===== src/include/card_socket_defines.svh =====
`ifndef CARD_SOCKET_DEFINES_SVH
`define CARD_SOCKET_DEFINES_SVH

// ==========================================================================
// Register map, byte offsets in the socket register space
// ==========================================================================
`define CSR_ADDR_W        12
`define CSR_ID_OFFSET     12'h800
`define CSR_STATUS_OFFSET 12'h801
`define CSR_UNMAPPED_READ 8'h00

// ==========================================================================
// Identification and revision register fields
// ==========================================================================
`define ID_KIND_MSB       7
`define ID_KIND_LSB       6
`define ID_KIND_CODE      2'h2
`define ID_SPARE_MSB      5
`define ID_SPARE_LSB      4
`define ID_REV_MSB        3
`define ID_REV_LSB        0
`define ID_SPARE_RESET    2'h0

// ==========================================================================
// Interface status register fields
// ==========================================================================
`define ST_RSVD_BIT       7
`define ST_POWER_BIT      6
`define ST_READY_BIT      5
`define ST_WP_BIT         4
`define ST_CD2_BIT        3
`define ST_CD1_BIT        2
`define ST_PIN_HI_BIT     1
`define ST_PIN_LO_BIT     0
`define ST_PIN_FIELDS     6

`endif


===== src/include/card_socket_pkg.sv =====
package card_socket_pkg;

	// Kind of card in the socket, selects meaning of the low status bits
	typedef enum logic {
		CARD_MEMORY,
		CARD_IO
	} card_kind_e;

	// Decoded battery condition of a memory card
	typedef enum logic [1:0] {
		BATT_DEAD,
		BATT_LOW,
		BATT_GOOD
	} battery_state_e;

	// Read answer sequencing
	typedef enum logic {
		RD_IDLE,
		RD_ANSWER
	} read_phase_e;

	typedef logic [7:0] csr_byte_t;

endpackage


===== src/core/pin_sync.sv =====
`timescale 1ns/1ns
`default_nettype none

// ==========================================================================
// Two-flop synchroniser for slow card pins
// ==========================================================================
// No reset on purpose: the status bits must track the pins even while the
// controller itself is held in reset.
module pin_sync #(
	parameter int WIDTH = 8
) (
	input  wire logic             clk_sys,
	input  wire logic [WIDTH-1:0] pin_in,
	output var  logic [WIDTH-1:0] pin_sync_out
);

	logic [WIDTH-1:0] meta_r;
	logic [WIDTH-1:0] sync_r;

	// First stage feeds only the second stage
	always_ff @(posedge clk_sys) begin
		meta_r <= pin_in;
		sync_r <= meta_r;
	end

	assign pin_sync_out = sync_r;

endmodule // pin_sync

`default_nettype wire


===== src/core/id_revision_store.sv =====
`timescale 1ns/1ns
`default_nettype none
`include "card_socket_defines.svh"

// ==========================================================================
// Writable part of the identification register (spare bits and revision)
// ==========================================================================
module id_revision_store #(
	parameter logic [3:0] REV_DEFAULT = 4'h3
) (
	input  wire logic       clk_sys,
	input  wire logic       sys_rst,
	input  wire logic       wr_en,
	input  wire logic       wr_permit,
	input  wire logic [5:0] wr_data,
	output var  logic [1:0] spare_bits,
	output var  logic [3:0] revision
);

	// Spare emulation bits: storage only, steer nothing
	always_ff @(posedge clk_sys) begin
		if (sys_rst) begin
			spare_bits <= `ID_SPARE_RESET;
		end else if (wr_en && wr_permit) begin
			spare_bits <= wr_data[5:4];
		end
	end

	// Revision field, reloaded with the newer code on reset
	always_ff @(posedge clk_sys) begin
		if (sys_rst) begin
			revision <= REV_DEFAULT;
		end else if (wr_en && wr_permit) begin
			revision <= wr_data[3:0];
		end
	end

endmodule // id_revision_store

`default_nettype wire


===== src/core/card_socket_id_status_regs.sv =====
`timescale 1ns/1ns
`default_nettype none
`include "card_socket_defines.svh"


module card_socket_id_status_regs
	import card_socket_pkg::*;
#(
	parameter logic [3:0] REV_DEFAULT = 4'h3, // Newer revision code, arbitrary value
	parameter logic [3:0] REV_LEGACY  = 4'h1  // Older revision code, arbitrary value
) (
	input  wire logic                   clk_sys,
	input  wire logic                   sys_rst,
	// Register port in the socket register space
	input  wire logic [`CSR_ADDR_W-1:0] reg_addr,
	input  wire logic                   reg_wr_en,
	input  wire logic                   reg_rd_en,
	input  wire logic [7:0]             reg_wdata,
	output var  logic [7:0]             reg_rdata,
	output var  logic                   reg_rvalid,
	// Controls from neighbouring registers
	input  wire logic                   id_write_permit,
	input  wire logic                   socket_power_on_flag,
	input  wire card_socket_pkg::card_kind_e card_kind,
	// Card pins
	input  wire logic                   card_ready,
	input  wire logic                   card_write_protect_flag,
	input  wire logic                   insert_sense_first_n,
	input  wire logic                   insert_sense_second_n,
	input  wire logic                   battery_detect_first,
	input  wire logic                   battery_detect_second,
	input  wire logic                   card_speaker,
	input  wire logic                   card_status_change,
	// Derived state for the rest of the controller
	output var  logic                   legacy_compat_mode,
	output var  logic                   card_fully_seated,
	output var  card_socket_pkg::battery_state_e battery_state,
	output var  logic                   status_event
);

	import card_socket_pkg::*;

	// ======================================================================
	// Functions
	// ======================================================================

	// Address match, shared by the read and write decoders
	function automatic logic addr_hit(
		input logic [`CSR_ADDR_W-1:0] addr,
		input logic [`CSR_ADDR_W-1:0] offset
	);
		addr_hit = (addr == offset);
	endfunction

	// Battery pins to condition; either pattern with the second pin low is dead
	function automatic battery_state_e battery_decode(
		input logic second_pin,
		input logic first_pin
	);
		if (!second_pin) begin
			battery_decode = BATT_DEAD;
		end else if (!first_pin) begin
			battery_decode = BATT_LOW;
		end else begin
			battery_decode = BATT_GOOD;
		end
	endfunction

	// ======================================================================
	// Pin synchronisation
	// ======================================================================

	localparam int PIN_W = 8;

	logic [PIN_W-1:0] pins_raw;
	logic [PIN_W-1:0] pins_sync;

	// Pack pins so one synchroniser instance covers them all
	assign pins_raw = {card_status_change,
	                   card_speaker,
	                   battery_detect_first,
	                   battery_detect_second,
	                   insert_sense_first_n,
	                   insert_sense_second_n,
	                   card_write_protect_flag,
	                   card_ready};

	// Slow pins; two flops are ample at this clock rate
	pin_sync #(
		.WIDTH        (PIN_W)
	) u_pin_sync (
		.clk_sys      (clk_sys),
		.pin_in       (pins_raw),
		.pin_sync_out (pins_sync)
	);

	logic ready_s;
	logic wp_s;
	logic cd2_n_s;
	logic cd1_n_s;
	logic bvd2_s;
	logic bvd1_s;
	logic spkr_s;
	logic stschg_s;

	// Unpack synchronised pins
	assign ready_s  = pins_sync[0];
	assign wp_s     = pins_sync[1];
	assign cd2_n_s  = pins_sync[2];
	assign cd1_n_s  = pins_sync[3];
	assign bvd2_s   = pins_sync[4];
	assign bvd1_s   = pins_sync[5];
	assign spkr_s   = pins_sync[6];
	assign stschg_s = pins_sync[7];

	// ======================================================================
	// Write decode
	// ======================================================================

	logic id_wr;

	// Only the identification byte takes writes; status is read-only
	always_comb begin
		if (reg_wr_en && addr_hit(reg_addr, `CSR_ID_OFFSET)) begin
			id_wr = 1'b1;
		end else begin
			id_wr = 1'b0;
		end
	end

	// ======================================================================
	// Identification and revision register
	// ======================================================================

	logic [1:0] id_spare;
	logic [3:0] id_revision;

	// Permit gates the whole write; kind bits are never stored at all
	id_revision_store #(
		.REV_DEFAULT (REV_DEFAULT)
	) u_id_store (
		.clk_sys     (clk_sys),
		.sys_rst     (sys_rst),
		.wr_en       (id_wr),
		.wr_permit   (id_write_permit),
		.wr_data     (reg_wdata[`ID_SPARE_MSB:`ID_REV_LSB]),
		.spare_bits  (id_spare),
		.revision    (id_revision)
	);

	csr_byte_t id_value;

	// Assemble the identification byte
	always_comb begin
		id_value = 8'h00;
		id_value[`ID_KIND_MSB:`ID_KIND_LSB] = `ID_KIND_CODE;
		id_value[`ID_SPARE_MSB:`ID_SPARE_LSB] = id_spare;
		id_value[`ID_REV_MSB:`ID_REV_LSB] = id_revision;
	end

	// Legacy mode follows the stored revision, so a later write of any
	// other code leaves legacy mode again
	always_ff @(posedge clk_sys) begin
		if (sys_rst) begin
			legacy_compat_mode <= 1'b0;
		end else begin
			legacy_compat_mode <= (id_revision == REV_LEGACY);
		end
	end

	// ======================================================================
	// Socket power flag
	// ======================================================================

	logic power_on_r;

	// Held off through reset even if the power logic lags its own reset
	always_ff @(posedge clk_sys) begin
		if (sys_rst) begin
			power_on_r <= 1'b0;
		end else begin
			power_on_r <= socket_power_on_flag;
		end
	end

	// ======================================================================
	// Interface status register
	// ======================================================================

	logic [1:0] low_pins;
	csr_byte_t  status_value;

	// Low pair means battery pins for memory cards, audio/change for I/O
	always_comb begin
		if (card_kind == CARD_IO) begin
			low_pins = {spkr_s, stschg_s};
		end else begin
			low_pins = {bvd2_s, bvd1_s};
		end
	end

	// Assemble the status byte; pin bits are never reset, only the top pair
	always_comb begin
		status_value = 8'h00;
		status_value[`ST_RSVD_BIT]   = 1'b0;
		status_value[`ST_POWER_BIT]  = power_on_r;
		status_value[`ST_READY_BIT]  = ready_s;
		status_value[`ST_WP_BIT]     = wp_s;
		status_value[`ST_CD2_BIT]    = ~cd2_n_s;
		status_value[`ST_CD1_BIT]    = ~cd1_n_s;
		status_value[`ST_PIN_HI_BIT] = low_pins[1];
		status_value[`ST_PIN_LO_BIT] = low_pins[0];
	end

	// ======================================================================
	// Derived socket state
	// ======================================================================

	// Full seating needs both detect bits set
	always_ff @(posedge clk_sys) begin
		if (sys_rst) begin
			card_fully_seated <= 1'b0;
		end else begin
			card_fully_seated <= status_value[`ST_CD2_BIT] &
			                     status_value[`ST_CD1_BIT];
		end
	end

	// Battery condition is only meaningful for memory cards
	always_ff @(posedge clk_sys) begin
		if (sys_rst) begin
			battery_state <= BATT_DEAD;
		end else if (card_kind == CARD_MEMORY) begin
			battery_state <= battery_decode(bvd2_s, bvd1_s);
		end else begin
			battery_state <= BATT_DEAD;
		end
	end

	// ======================================================================
	// Status change pulse
	// ======================================================================

	logic [`ST_PIN_FIELDS-1:0] pin_field_prev_r;
	logic                      prev_valid_r;

	// Remember last pin view; first cycle after reset only primes it
	always_ff @(posedge clk_sys) begin
		if (sys_rst) begin
			pin_field_prev_r <= '0;
			prev_valid_r     <= 1'b0;
		end else begin
			pin_field_prev_r <= status_value[`ST_PIN_FIELDS-1:0];
			prev_valid_r     <= 1'b1;
		end
	end

	// One-cycle pulse when any pin-driven status bit moves
	always_ff @(posedge clk_sys) begin
		if (sys_rst) begin
			status_event <= 1'b0;
		end else begin
			status_event <= prev_valid_r &&
			                (pin_field_prev_r != status_value[`ST_PIN_FIELDS-1:0]);
		end
	end

	// ======================================================================
	// Read path
	// ======================================================================

	csr_byte_t read_mux;

	// Read decode; unmapped offsets answer with zero rather than stall
	always_comb begin
		if (addr_hit(reg_addr, `CSR_ID_OFFSET)) begin
			read_mux = id_value;
		end else if (addr_hit(reg_addr, `CSR_STATUS_OFFSET)) begin
			read_mux = status_value;
		end else begin
			read_mux = `CSR_UNMAPPED_READ;
		end
	end

	read_phase_e rd_phase_r;

	// Answer phase: one cycle after each taken read
	always_ff @(posedge clk_sys) begin
		if (sys_rst) begin
			rd_phase_r <= RD_IDLE;
		end else begin
			case (rd_phase_r)
				RD_IDLE: begin
					if (reg_rd_en) begin
						rd_phase_r <= RD_ANSWER;
					end
				end
				RD_ANSWER: begin
					if (!reg_rd_en) begin
						rd_phase_r <= RD_IDLE;
					end
				end
				default: begin
					rd_phase_r <= RD_IDLE;
				end
			endcase
		end
	end

	// Valid decoded from the answer phase flop, so it cannot glitch;
	// back-to-back reads hold the phase in answer and keep valid high, one cycle per read
	assign reg_rvalid = (rd_phase_r == RD_ANSWER);

	// Data captured with the read and held until the next read; a write in
	// the same cycle is seen only by the following read
	always_ff @(posedge clk_sys) begin
		if (sys_rst) begin
			reg_rdata <= 8'h00;
		end else if (reg_rd_en) begin
			reg_rdata <= read_mux;
		end
	end

endmodule // card_socket_id_status_regs

`default_nettype wire


===== config.mk =====
export PLATFORM = sky130hd
export DESIGN_NAME = card_socket_id_status_regs
export DESIGN_NICKNAME = d
export VERILOG_FILES = /design/src/include/card_socket_pkg.sv /design/src/core/pin_sync.sv /design/src/core/id_revision_store.sv /design/src/core/card_socket_id_status_regs.sv
export VERILOG_INCLUDE_DIRS = /design/src /design/src/include
export SDC_FILE = /design/constraint.sdc
export NUM_CORES = 1
export LEC_CHECK = 0
export ABC_AREA = 0
export ABC_CLOCK_PERIOD_IN_PS = 2050
export CAP_MARGIN = 40
export CORE_MARGIN = 4
export CORE_UTILIZATION = 41
export CTS_BUF_LIST = sky130_fd_sc_hd__clkbuf_4
export DETAILED_ROUTE_END_ITERATION = 10
export DONT_BUFFER_PORTS = 1
export PLACE_DENSITY = 0.56
export SLEW_MARGIN = 40
export SYNTH_ARGS = -nofsm -noshare
export SYNTH_HDL_FRONTEND = slang
export SYNTH_SLANG_ARGS = --single-unit

===== constraint.sdc =====
create_clock -name clk_sys -period 2.05 [get_ports clk_sys]
set_input_delay 0.205 -clock clk_sys [delete_from_list [all_inputs] [get_ports clk_sys]]
set_output_delay 0.205 -clock clk_sys [all_outputs]
set_load 0.1 [all_outputs]

# Yosys cells after proc, flatten, opt, wreduce, memory -nomap -nowiden
# Cells that the tools add are included.
# word_totals
inputBits,35
wordCells,32
regBits,44
out_inout_bits,14
# classes
eq_ne,4
muxes,7
n_reduce_logical,4
n_bitwise,4
# ops
operator,n
equality test 12 bit (second input constant),2
two-way mux 8 bit,1
two-way mux 7 bit,1
!= test 6 bit,1
equality test 4 x 1 -> 1 bit (second input constant),1
two-way mux 2 bit,2
logical AND 1 bit,3
two-way mux 1 bit,3
inverter 1 bit,3
OR reduction 3 bit,1
bitwise AND 1 bit,1

# Logic depth before layout (Yosys ltp)
# Gate-level depths: netlist of run 1.
# depth
word_depth,4
mapped_depth,5
depth_no_buf,4

# Cells and area by module
# From an unflattened synthesis of run 1, not the netlist that was laid out.
# hier_totals
hier_cells,128
hier_area_um2,1458.9
# by_module_without_submodules
mod,instances,seq_area_each_um2,cells_per_inst,area_per_inst_um2
card_socket_id_status_regs,1,440.4,87,880.8
pin_sync,1,320.3,16,320.3
id_revision_store,1,120.1,25,257.7

# Worst setup path after synthesis of run 1
# Ideal clock, no wire load.
# synth_path
path_type,input to register
startpoint,input port reg_addr[5]
endpoint,register u_id_store.revision[2]
path_slack_ns,0.384
required_ns,1.922
setup_ns,0.128
n_path_buf,0
stages,4
arrival_time_ns,1.538
cell_sequence,or4_4 -> nor4_4 -> mux2i_1 -> nor2_1
# synth_via
elab_chain_cells,4
# synth_rtl
item,line,rtl
"start, declared",card_socket_id_status_regs.sv:15,"input wire logic [`CSR_ADDR_W-1:0] reg_addr,"
equality test 12 bit,card_socket_id_status_regs.sv:52,addr_hit = (addr == offset);
logical AND 1 bit,card_socket_id_status_regs.sv:124,"if (reg_wr_en && addr_hit(reg_addr, `CSR_ID_OFFSET)) begin"
two-way mux 1 bit,card_socket_id_status_regs.sv:124,
logical AND 1 bit,id_revision_store.sv:33,end else if (wr_en && wr_permit) begin
"end signal, assigned",id_revision_store.sv:34,revision <= wr_data[3:0];
"end, declared",id_revision_store.sv:17,output var logic [3:0] revision
# No other way between the ends.
# A chain may end at the register's enable or synchronous reset.

# Worst setup path after layout of run 1
# Same ends and word-level chain as after synthesis.

==> metrics, run 1 <==
status complete, no violations; Net Count, Synth 153; Clock Sinks 44; Die W approximately 66 um; ys flop type dfxtp_1; synth top area cells dfxtp_1 (64%), mux2i_1 (5.8%), a21oi_1 (2.9%), nor2_1 (2.7%), xnor2_1 (2.5%); Hold Path Class in2reg; post-synth top area cell dfxtp_1; yosys synthesis warning count 0; H-Tree Depth 2; worst-path fanout max 4; Reg clk slew, reported paths ~0.11 ns; Post-Syn Area 1380 sq um; MaxCap Viol Count 0; Die Y between 60 and 70 um; final setup fails 0; CTS tree yes; worst r2r src u_pin_sync.pin_sync_out[4]$_DFF_P_; CTS root buf clkbuf_4; CP Data Required Time between 2 and 2.5 ns; sequential-to-total area share from yosys stat 0.637; GPL Wtd Cong between 0.7 and 0.8; hold_buf cts 14; Overall Global Routing Usage 0.129; layout cells sized above 1 0.188; via count between 900 and 1000; most frequent cell after synthesis dfxtp_1; PostCTS Resize Cnt 0; clk_lat worst skew 0.34 ns; total CTS buffers 5; n_diodes 0; # IOs 49; reg2reg setup slack about 0.92 ns; fill cell count between 200 and 300; Setup TNS 0 ns; Util after Layout 0.570; Worst Setup SP reg_addr[5]; Yosys cell types 28; DR WL/cell around 13 um; RSZ-0062 raised after global routing false; Iter 0 DRT Violations 41; vias in the first global route 1004; Initial Util 0.442; crit path DAT between 1.5 and 2 ns; Syn Area/Cell approximately 12 sq um; CP endpoint u_id_store.revision[2]$_SDFFE_PP0P_; min cycle time layout 1.38 ns; CP Class in2reg; largest net degree at the start of global routing 26; number of placement rows 20; crit end category register; I/O Buffers 0; reg2reg end status_event$_SDFF_PP0_; Gate Count Post-Synth 118; GRT Residual Overflow 0; Cell Pwr Density between 800 and 900 nW/um^2; Max VDD drop 0.000585 V; Post-CTS Setup Bufs 0; Final Hold Fails 0; Worst-Margin Slew between 0.5 and 0.6 ns; share of the synthesized area in the top cell type 0.637; DRT antenna net count 0; final net count ~190; flops & latches, synth 44; core area 3130 sq um; initial antenna violation count 0; die area between 4000 and 5000 sq um; maximum root-to-sink buffer count 2; total power around 1500 uW; Peak Freq 723 MHz; drt first pass iters 4; first-pass GRT wire length ~4200 um; reg2reg path depth 3; detailed placement HPWL about 1800 um; Post-synth EDFFs 0; DRT Wirelength 2560 um; DRC 0; top cells by count, synth dfxtp_1 (44), nor2_1 (10), a21oi_1 (8), mux2i_1 (8), nand2_1 (7); CP Launch Type primary input; Final Max Tran Viols 0; multi-input logic area 480 sq um; Register Area approximately 880 sq um; vias per inst about 5; leakage approximately 0.00068 uW; synth-to-layout area growth 28.8%; async set-reset flop share out of synthesis 0; final worst-path cycle share 0.675; Slew HR 0.644; worst clock skew ~0.0026 ns
power by group:
| part | switching, uW | total [uW] | leakage (uW) | internal (uW) |
|---|---|---|---|---|
| clock network | 248 | 517 | 0.0000456 | 269 |
| logic | 59.9 | 106 | 0.000275 | 46.0 |
| registers | 12.1 | 896 | 0.000364 | 884 |
how the worst min path moves through the flow:
stage	to	slack (ns)	cells past startpoint	start
finish	u_id_store.spare_bits[1]$_SDFFE_PP0P_	0.01	2	reg_wdata[5]
global route	u_id_store.spare_bits[1]$_SDFFE_PP0P_	0.004	2	reg_wdata[5]
CTS	reg_rdata[4]$_SDFFE_PP0P_	0.001	2	reg_rd_en
detailed placement	u_pin_sync.meta_r[6]$_DFF_P_	0.23	0	card_speaker
global placement	u_pin_sync.meta_r[4]$_DFF_P_	0.23	0	battery_detect_second
floorplan	u_pin_sync.meta_r[0]$_DFF_P_	0.23	0	card_ready
area by class of cell:
class / count / share of cell area
Sequential cell: 44 / 0.494
Multi-Input combinational cell: 68 / 0.270
Tap cell: 44 / 0.0309
Timing Repair Buffer: 32 / 0.156
Clock buffer: 6 / 0.0253
Inverter: 2 / 0.00421
Clock inverter: 2 / 0.0197
critical path, stage by stage:
cell and delay, ns:
or4_4 0.56, nor4_4 0.38, buf_4 0.22, mux2i_1 0.20, nor2_1 0.05
metrics by stage:
step	std cells	area [sq um]	setup slack, ns	hold slack, ns
floorplan	118	1380	0.384	0.233
global placement	173	1540	0.334	0.233
detailed placement	173	1540	0.317	0.233
CTS	195	1760	0.574	0.00101
global route	198	1780	0.601	0.00422
finish	198	1780	0.667	0.0144
routing by layer:
metal / vias up / GRT usage / share of wire
met5: - / 0 / 0
met4: 0 / 0.0533 / 0.018
met3: 5 / 0.0595 / 0.091
met2: 34 / 0.221 / 0.48
met1: 443 / 0.137 / 0.41
li1: 482 / - / -
registers in the layout (all words and copies together), names as in the netlist:
signal                   flops
reg_rdata                    8
u_pin_sync.meta_r            8
u_pin_sync.pin_sync_out      8
pin_field_prev_r             6
u_id_store.revision          4
battery_state                2
u_id_store.spare_bits        2
card_fully_seated            1
legacy_compat_mode           1
power_on_r                   1
prev_valid_r                 1
reg_rvalid                   1
status_event                 1
logic make-up (layout without fill, tap and decap cells):
logic type	Yosys count	count (layout)	share of synthesized area
compound gates	15	15	0.0705
xor+xnor	6	6	0.0380
buf+inv	6	42	0.0163
flops	44	44	0.637
mux	8	8	0.0579
simple gates	39	39	0.181
placed cells by master (no fill, tap or decap), types with 2 or more instances in the layout:
cell and instances:
a21oi_1 8, a22oi_1 4, buf_4 15, clkbuf_4 6, dfxtp_1 44, dlygate4sd3_1 16, mux2i_1 8, nand2_1 7
nand2b_1 2, nand4_1 4, nand4b_1 2, nor2_1 10, nor2b_1 3, o2111ai_1 2, xnor2_1 4, xor2_1 2
Note: power is estimated with default switching activity, not from simulation.
==> inputs of run 2 (changes only) <==
--- a/config.mk
+++ b/config.mk
@@ -7,7 +7,7 @@
 export NUM_CORES = 1
 export LEC_CHECK = 0
 export ABC_AREA = 0
-export ABC_CLOCK_PERIOD_IN_PS = 2050
+export ABC_CLOCK_PERIOD_IN_PS = 1450
 export CAP_MARGIN = 40
 export CORE_MARGIN = 4
 export CORE_UTILIZATION = 41
==> constraint.sdc (replaced) <==
create_clock -name clk_sys -period 1.45 [get_ports clk_sys]
set_input_delay 0.145 -clock clk_sys [delete_from_list [all_inputs] [get_ports clk_sys]]
set_output_delay 0.145 -clock clk_sys [all_outputs]
set_load 0.1 [all_outputs]
==> run 2 against run 1 <==
Routed wire length is 3.9% lower. Clock power is 5.8% higher. Critical path depth stayed put. Sequential power grew 42%. Final area up 1.1%. Largest cell class unchanged. Final cell count grew 2.5%. Flip-flop and latch count stayed put. Combinational power is 48% higher.
==> metrics, run 2 (synthesis results as in run 1) <==
final net count 193 (+2.7%); max incr delay on CP 0.56 ns (about the same); worst-path fanout max 4 (unchanged); CP max stage cell or4_4; clk_lat worst skew 0.33 ns (about the same); min cycle time layout ~1.3 ns; core area 3130 sq um (unchanged); hold_ws 0.0308 ns (+0.0164 ns); initial antenna violation count 0 (unchanged); crit end category register; die area 4370 sq um (unchanged); DRT antenna net count 0 (unchanged); CP top delay family simple AND/OR/NAND/NOR gates; reg2reg path depth 3 (unchanged); n_diodes 0 (unchanged); worst r2r src u_pin_sync.pin_sync_out[4]$_DFF_P_; DR WL/cell 12.1 um (-6.3%); largest net degree at the start of global routing 26 (unchanged); Initial Util 0.442 (unchanged); Max VDD drop 0.000806 V (+38%); final setup fails 0 (unchanged); CP Class in2reg; CTS root buf clkbuf_4; cells along the critical path or4_4 -> nor4_4 -> buf_4 -> mux2i_1 -> nor2_1; CP Data Required Time 1.67 ns (-0.60 ns); CP Depth 5 (unchanged); Die W 66.1 um (unchanged); DP Area 1560 sq um (+1.5%); reg2reg setup slack 0.32 ns (-0.60 ns); number of buffers and inverters on the critical path 1 (unchanged); H-Tree Depth 2 (unchanged); GRT Residual Overflow 0 (unchanged); status complete, no violations; CP endpoint u_id_store.revision[2]$_SDFFE_PP0P_; Inst Count DP 176 (+1.7%); fin cells 203 (+2.5%); total CTS buffers 5 (unchanged); Clock Sinks 44 (unchanged); final instance area 1800 sq um (+1.1%); Worst-Margin Slew 0.447 ns (-0.0826 ns); vias per inst 4.75 (-2.4%); MaxCap Viol Count 0 (unchanged); first-pass GRT wire length 4270 um (+0.99%); CP Launch Type primary input; final worst-path cycle share 0.871; Die Y 66.1 um (unchanged); Reg clk slew, reported paths 0.11 ns (about the same); leakage 0.000693 uW (+1.2%); Final Max Tran Viols 0 (unchanged); Slew HR 0.702 (+0.0580); I/O Buffers 0 (unchanged); Cell Pwr Density 1090 nW/um^2 (+28%); CTS tree yes; synth-to-layout area growth 30.1%; # IOs 49 (unchanged); Iter 0 DRT Violations 36 (-12%); GPL Wtd Cong 0.758 (+1.6%); Worst Setup SP reg_addr[5]; number of placement rows 20 (unchanged); via count 965 (+0.10%); RSZ-0062 raised after global routing false; commonest non-fill, non-tap cell in the layout dfxtp_1; Peak Freq just under 800 MHz; DRC 0 (unchanged); most frequent cells in the layout dfxtp_1 (44), dlygate4sd3_1 (18), buf_4 (18); maximum root-to-sink buffer count 2 (unchanged); Hold Path Class in2reg; Overall Global Routing Usage 0.133 (+0.00397); reg2reg end status_event$_SDFF_PP0_; crit path DAT 1.48 ns (-0.13 ns); Util after Layout 0.576 (+0.00600); Hold Path Origin reg_addr[0]; DRT Wirelength 2460 um (-3.9%); vias in the first global route 958 (-4.6%); layout cells sized above 1 0.195 (+0.00666); worst clock skew 0.00447 ns (+0.00184 ns); Final Hold Fails 0 (unchanged); drt first pass iters 4 (unchanged)
run 2: worst reg2reg max path: stages, from the launching register on:
cell,delay [ns]
dfxtp_1,0.33
mux2i_1,0.25
xnor2_1,0.10
o311a_1,0.35
run 2: how the worst min path moves through the flow:
stage                                   end  slack (ns)  cells after the start
2_1_floorplan  u_pin_sync.meta_r[0]$_DFF_P_        0.17                      0
3_3_place_gp   u_pin_sync.meta_r[0]$_DFF_P_        0.17                      0
3_5_place_dp   u_pin_sync.meta_r[4]$_DFF_P_        0.17                      0
4_1_cts           reg_rdata[0]$_SDFFE_PP0P_        0.01                      3
5_1_grt           reg_rdata[1]$_SDFFE_PP0P_       0.008                      3
6_report          reg_rdata[0]$_SDFFE_PP0P_        0.03                      3
run 2: power breakdown:
part | internal (uW) | switching, uW | leakage (uW)
logic | 68.6 | 88.4 | 0.000300
registers | 1250 | 17.3 | 0.000364
clock network | 204 | 344 | 0.0000293
run 2: area by class of cell:
type | count | area, sq um
clock buffers | 6 | 45.0
clock inverters | 2 | 11.3
fillers | 295 | 1330
inverters | 2 | 7.51
multi-input cells | 68 | 480
flip-flops and latches | 44 | 881
well taps | 44 | 55.1
repair buffers | 37 | 320
run 2: routing by layer:
| metal | vias to the layer above | GRT usage | share of wire |
|---|---|---|---|
| met2 | 35 | 0.221 | 0.48 |
| met4 | 0 | 0.0685 | 0.019 |
| met5 | - | 0 | 0 |
| li1 | 496 | - | - |
| met1 | 430 | 0.146 | 0.42 |
| met3 | 4 | 0.0527 | 0.074 |
run 2: repair_timing:
| action | 4_1_cts | 5_1_grt |
|---|---|---|
| buffers inserted | 0 | 0 |
| gates resized for setup | 0 | 0 |
| hold buffers | 19 | 0 |
| hold endpoints to repair | 35 | 0 |
run 2: per-stage QoR:
| stage | setup WS (ns) | power [uW] | setup TNS, ns |
|---|---|---|---|
| floorplan | -0.156 | 1390 | -0.969 |
| global placement | -0.0987 | 1400 | -0.541 |
| detailed placement | -0.131 | 1400 | -0.736 |
| CTS | 0.0365 | 2010 | 0 |
| global route | 0.123 | 2100 | 0 |
| finish | 0.187 | 1970 | 0 |
==> inputs of run 3 (changes only) <==
--- a/config.mk
+++ b/config.mk
@@ -15,7 +15,9 @@
 export DETAILED_ROUTE_END_ITERATION = 10
 export DONT_BUFFER_PORTS = 1
 export PLACE_DENSITY = 0.56
+export SETUP_SLACK_MARGIN = 0.5
 export SLEW_MARGIN = 40
 export SYNTH_ARGS = -nofsm -noshare
 export SYNTH_HDL_FRONTEND = slang
+export SYNTH_HIERARCHICAL = 1
 export SYNTH_SLANG_ARGS = --single-unit
==> run 3 against run 2 <==
Largest power group unchanged. Largest cell class unchanged. The flow now finishes with violations (hold timing). Final cell count increased by 3.9%. Critical path type is now reg2reg. Via count increased by 10%. Global-route usage increased by 0.83 points.
==> metrics, run 3 <==
status complete, but fails checks; DRC 0 (unchanged); worst-path fanout max 2 (-2); total power 1960 uW (-0.49%); CP Depth 3 (-2); Final Max Tran Viols 0 (unchanged); number of placement rows 21 (+5.0%); DRT Wirelength 3030 um (+23%); final setup margin 0.361 ns (+0.174 ns); core area 3390 sq um (+8.4%); Peak Freq 918 MHz (+16%); share of the synthesized area in the top cell type 0.604 (-0.0328); hold_buf cts 13 (-6); first-pass GRT wire length 4730 um (+11%); violated checks hold timing; Worst Setup SP u_pin_sync/pin_sync_out[4]$_DFF_P_; DRT antenna net count 0 (unchanged); CTS tree yes; die area 4580 sq um (+4.8%); Slew HR 0.805 (+0.103); maximum root-to-sink buffer count 2 (unchanged); worst clock skew 0.00516 ns (+0.000685 ns); synth top area cells dfxtp_1 (60%), a21oi_1 (4.1%), buf_6 (3.9%), nand2b_1 (3.4%), a21bo_2 (2.7%); async set-reset flop share out of synthesis 0 (unchanged); min cycle time layout 1.09 ns (-0.174 ns); final worst-path cycle share 0.751 (-0.120); vias in the first global route 1053 (+9.9%); Setup TNS 0 ns (unchanged); largest net degree at the start of global routing 27 (+3.8%); CP Class reg2reg; flops & latches, synth 44 (unchanged); top cells by count, synth dfxtp_1 (44), a21oi_1 (12), nand2b_1 (8); hold_ws -0.161 ns (-0.192 ns); Hold Path Origin sys_rst; crit path DAT 1.33 ns (-0.15 ns); Cell Pwr Density 929 nW/um^2 (-15%); number of buffers and inverters on the critical path 0 (-1); H-Tree Depth 2 (unchanged); final setup fails 0 (unchanged); Max VDD drop 0.000724 V (-10%); # IOs 49 (unchanged); CP max stage cell dfxtp_2; CTS root buf clkbuf_4; worst r2r src u_pin_sync/pin_sync_out[4]$_DFF_P_; Worst-Margin Slew 0.294 ns (-0.154 ns); Hold Path Class in2reg; Post-Syn Area 1460 sq um (+5.4%); MaxCap Viol Count 0 (unchanged); CP Launch Type register; via count 1064 (+10%); DR WL/cell 14.3 um (+18%); n_diodes 0 (unchanged); post-synth top area cell dfxtp_1; ys flop type dfxtp_1; max incr delay on CP 0.35 ns (-0.21 ns); Overall Global Routing Usage 0.142 (+0.00833); fill cell count 276 (-6.4%); most frequent cells in the layout dfxtp_1 (23), dfxtp_2 (15), dlygate4sd3_1 (13); Hold Path Stages 1 (-2); Initial Util 0.430 (-0.0120); leakage 0.000785 uW (+13%); Die Y 67.7 um (+2.4%); Final Hold Fails 23 (+23); CP top delay family flip-flops; Clock Sinks 44 (unchanged); Die W 67.7 um (+2.4%); total CTS buffers 5 (unchanged); most frequent cell after synthesis dfxtp_1; yosys synthesis warning count 6 (+6); final net count 200 (+3.6%); synth-to-layout area growth 44.7%; crit end category register; CP Data Required Time 1.69 ns (+0.02 ns); cells along the critical path mux2i_2 -> xnor2_1 -> o311a_1; sequential-to-total area share from yosys stat 0.604 (-0.0328); commonest non-fill, non-tap cell in the layout dfxtp_1; Post-synth EDFFs 0 (unchanged); I/O Buffers 0 (unchanged); RSZ-0062 raised after global routing true; GPL Wtd Cong 0.755 (-0.46%); Setup WS pre-CTS -0.0407 ns (+0.0906 ns); drt first pass iters 4 (unchanged); reg2reg path depth 3 (unchanged); Syn Area/Cell 11.4 sq um (-2.8%); Iter 0 DRT Violations 64 (+78%); Net Count, Synth 163 (+6.5%); multi-input logic area 637 sq um (+33%); Reg clk slew, reported paths 0.12 ns (about the same); Yosys cell types 30 (+7.1%); clk_lat worst skew 0.35 ns (+0.02 ns); GRT Residual Overflow 0 (unchanged); Register Area 922 sq um (+4.7%); layout cells sized above 1 0.485 (+0.290); Gate Count Post-Synth 128 (+8.5%); vias per inst 5.04 (+6.1%); initial antenna violation count 0 (unchanged); detailed placement HPWL approximately 1800 um
## run 3: final cells by class
type	count	share of cell area
multi-input cells	75	0.302
well taps	46	0.0273
repair buffers	37	0.207
flip-flops and latches	44	0.437
clock buffers	5	0.0178
clock inverters	2	0.00593
inverters	2	0.00356
## run 3: path summary, 6_finish.rpt
path | end | slack (ns)
worst min register to register | u_pin_sync/pin_sync_out[1]$_DFF_P_ | 0.33
worst min-delay path | u_id_store/spare_bits[0]$_SDFFE_PP0P_ | -0.16
worst max-delay path | status_event$_SDFF_PP0_ | 0.36
worst max register to register | status_event$_SDFF_PP0_ | 0.36
## run 3: per-layer routing
layer | up-vias | GRT usage | part of all wire
li1 | 518 | - | -
met3 | 8 | 0.0416 | 0.052
met2 | 29 | 0.239 | 0.53
met4 | 0 | 0.0759 | 0.020
met1 | 509 | 0.159 | 0.40
met5 | - | 0 | 0
## run 3: what timing repair did
item,in CTS,in global routing
buffers inserted,10,4
setup endpoints to repair,23,28
pin swaps,9,17
endpoints found under the hold margin,35,23
gates resized for setup,48,21
## run 3: report_power, final
| group | total [uW] | internal, uW | switching [uW] |
|---|---|---|---|
| clock | 539 | 177 | 362 |
| sequential | 1310 | 1250 | 60.2 |
| combinational | 117 | 85.3 | 32.2 |
| total | 1960 | 1510 | 454 |
## run 3: cell families after synthesis
| logic type | after synthesis | share of synthesized area |
|---|---|---|
| flops | 44 | 0.604 |
| mux | 5 | 0.0386 |
| xor+xnor | 6 | 0.0360 |
| buf+inv | 9 | 0.0489 |
| simple gates | 42 | 0.167 |
| compound gates | 22 | 0.105 |
## run 3: worst reg2reg max path, delay by kind of cell (launching register included)
kind | cells | cell delay [ns]
AO/OA/AOI/OAI | 1 | 0.34
XOR/XNOR | 1 | 0.10
flip-flops | 1 | 0.35
multiplexers | 1 | 0.19
## run 3: through the flow
stage                      util  cells  area, sq um
after CTS                 0.585    207         1980
after global placement    0.457    177         1550
final                     0.623    211         2110
after floorplan               -    128         1480
after detailed placement  0.457    177         1550
after global routing      0.623    211         2110
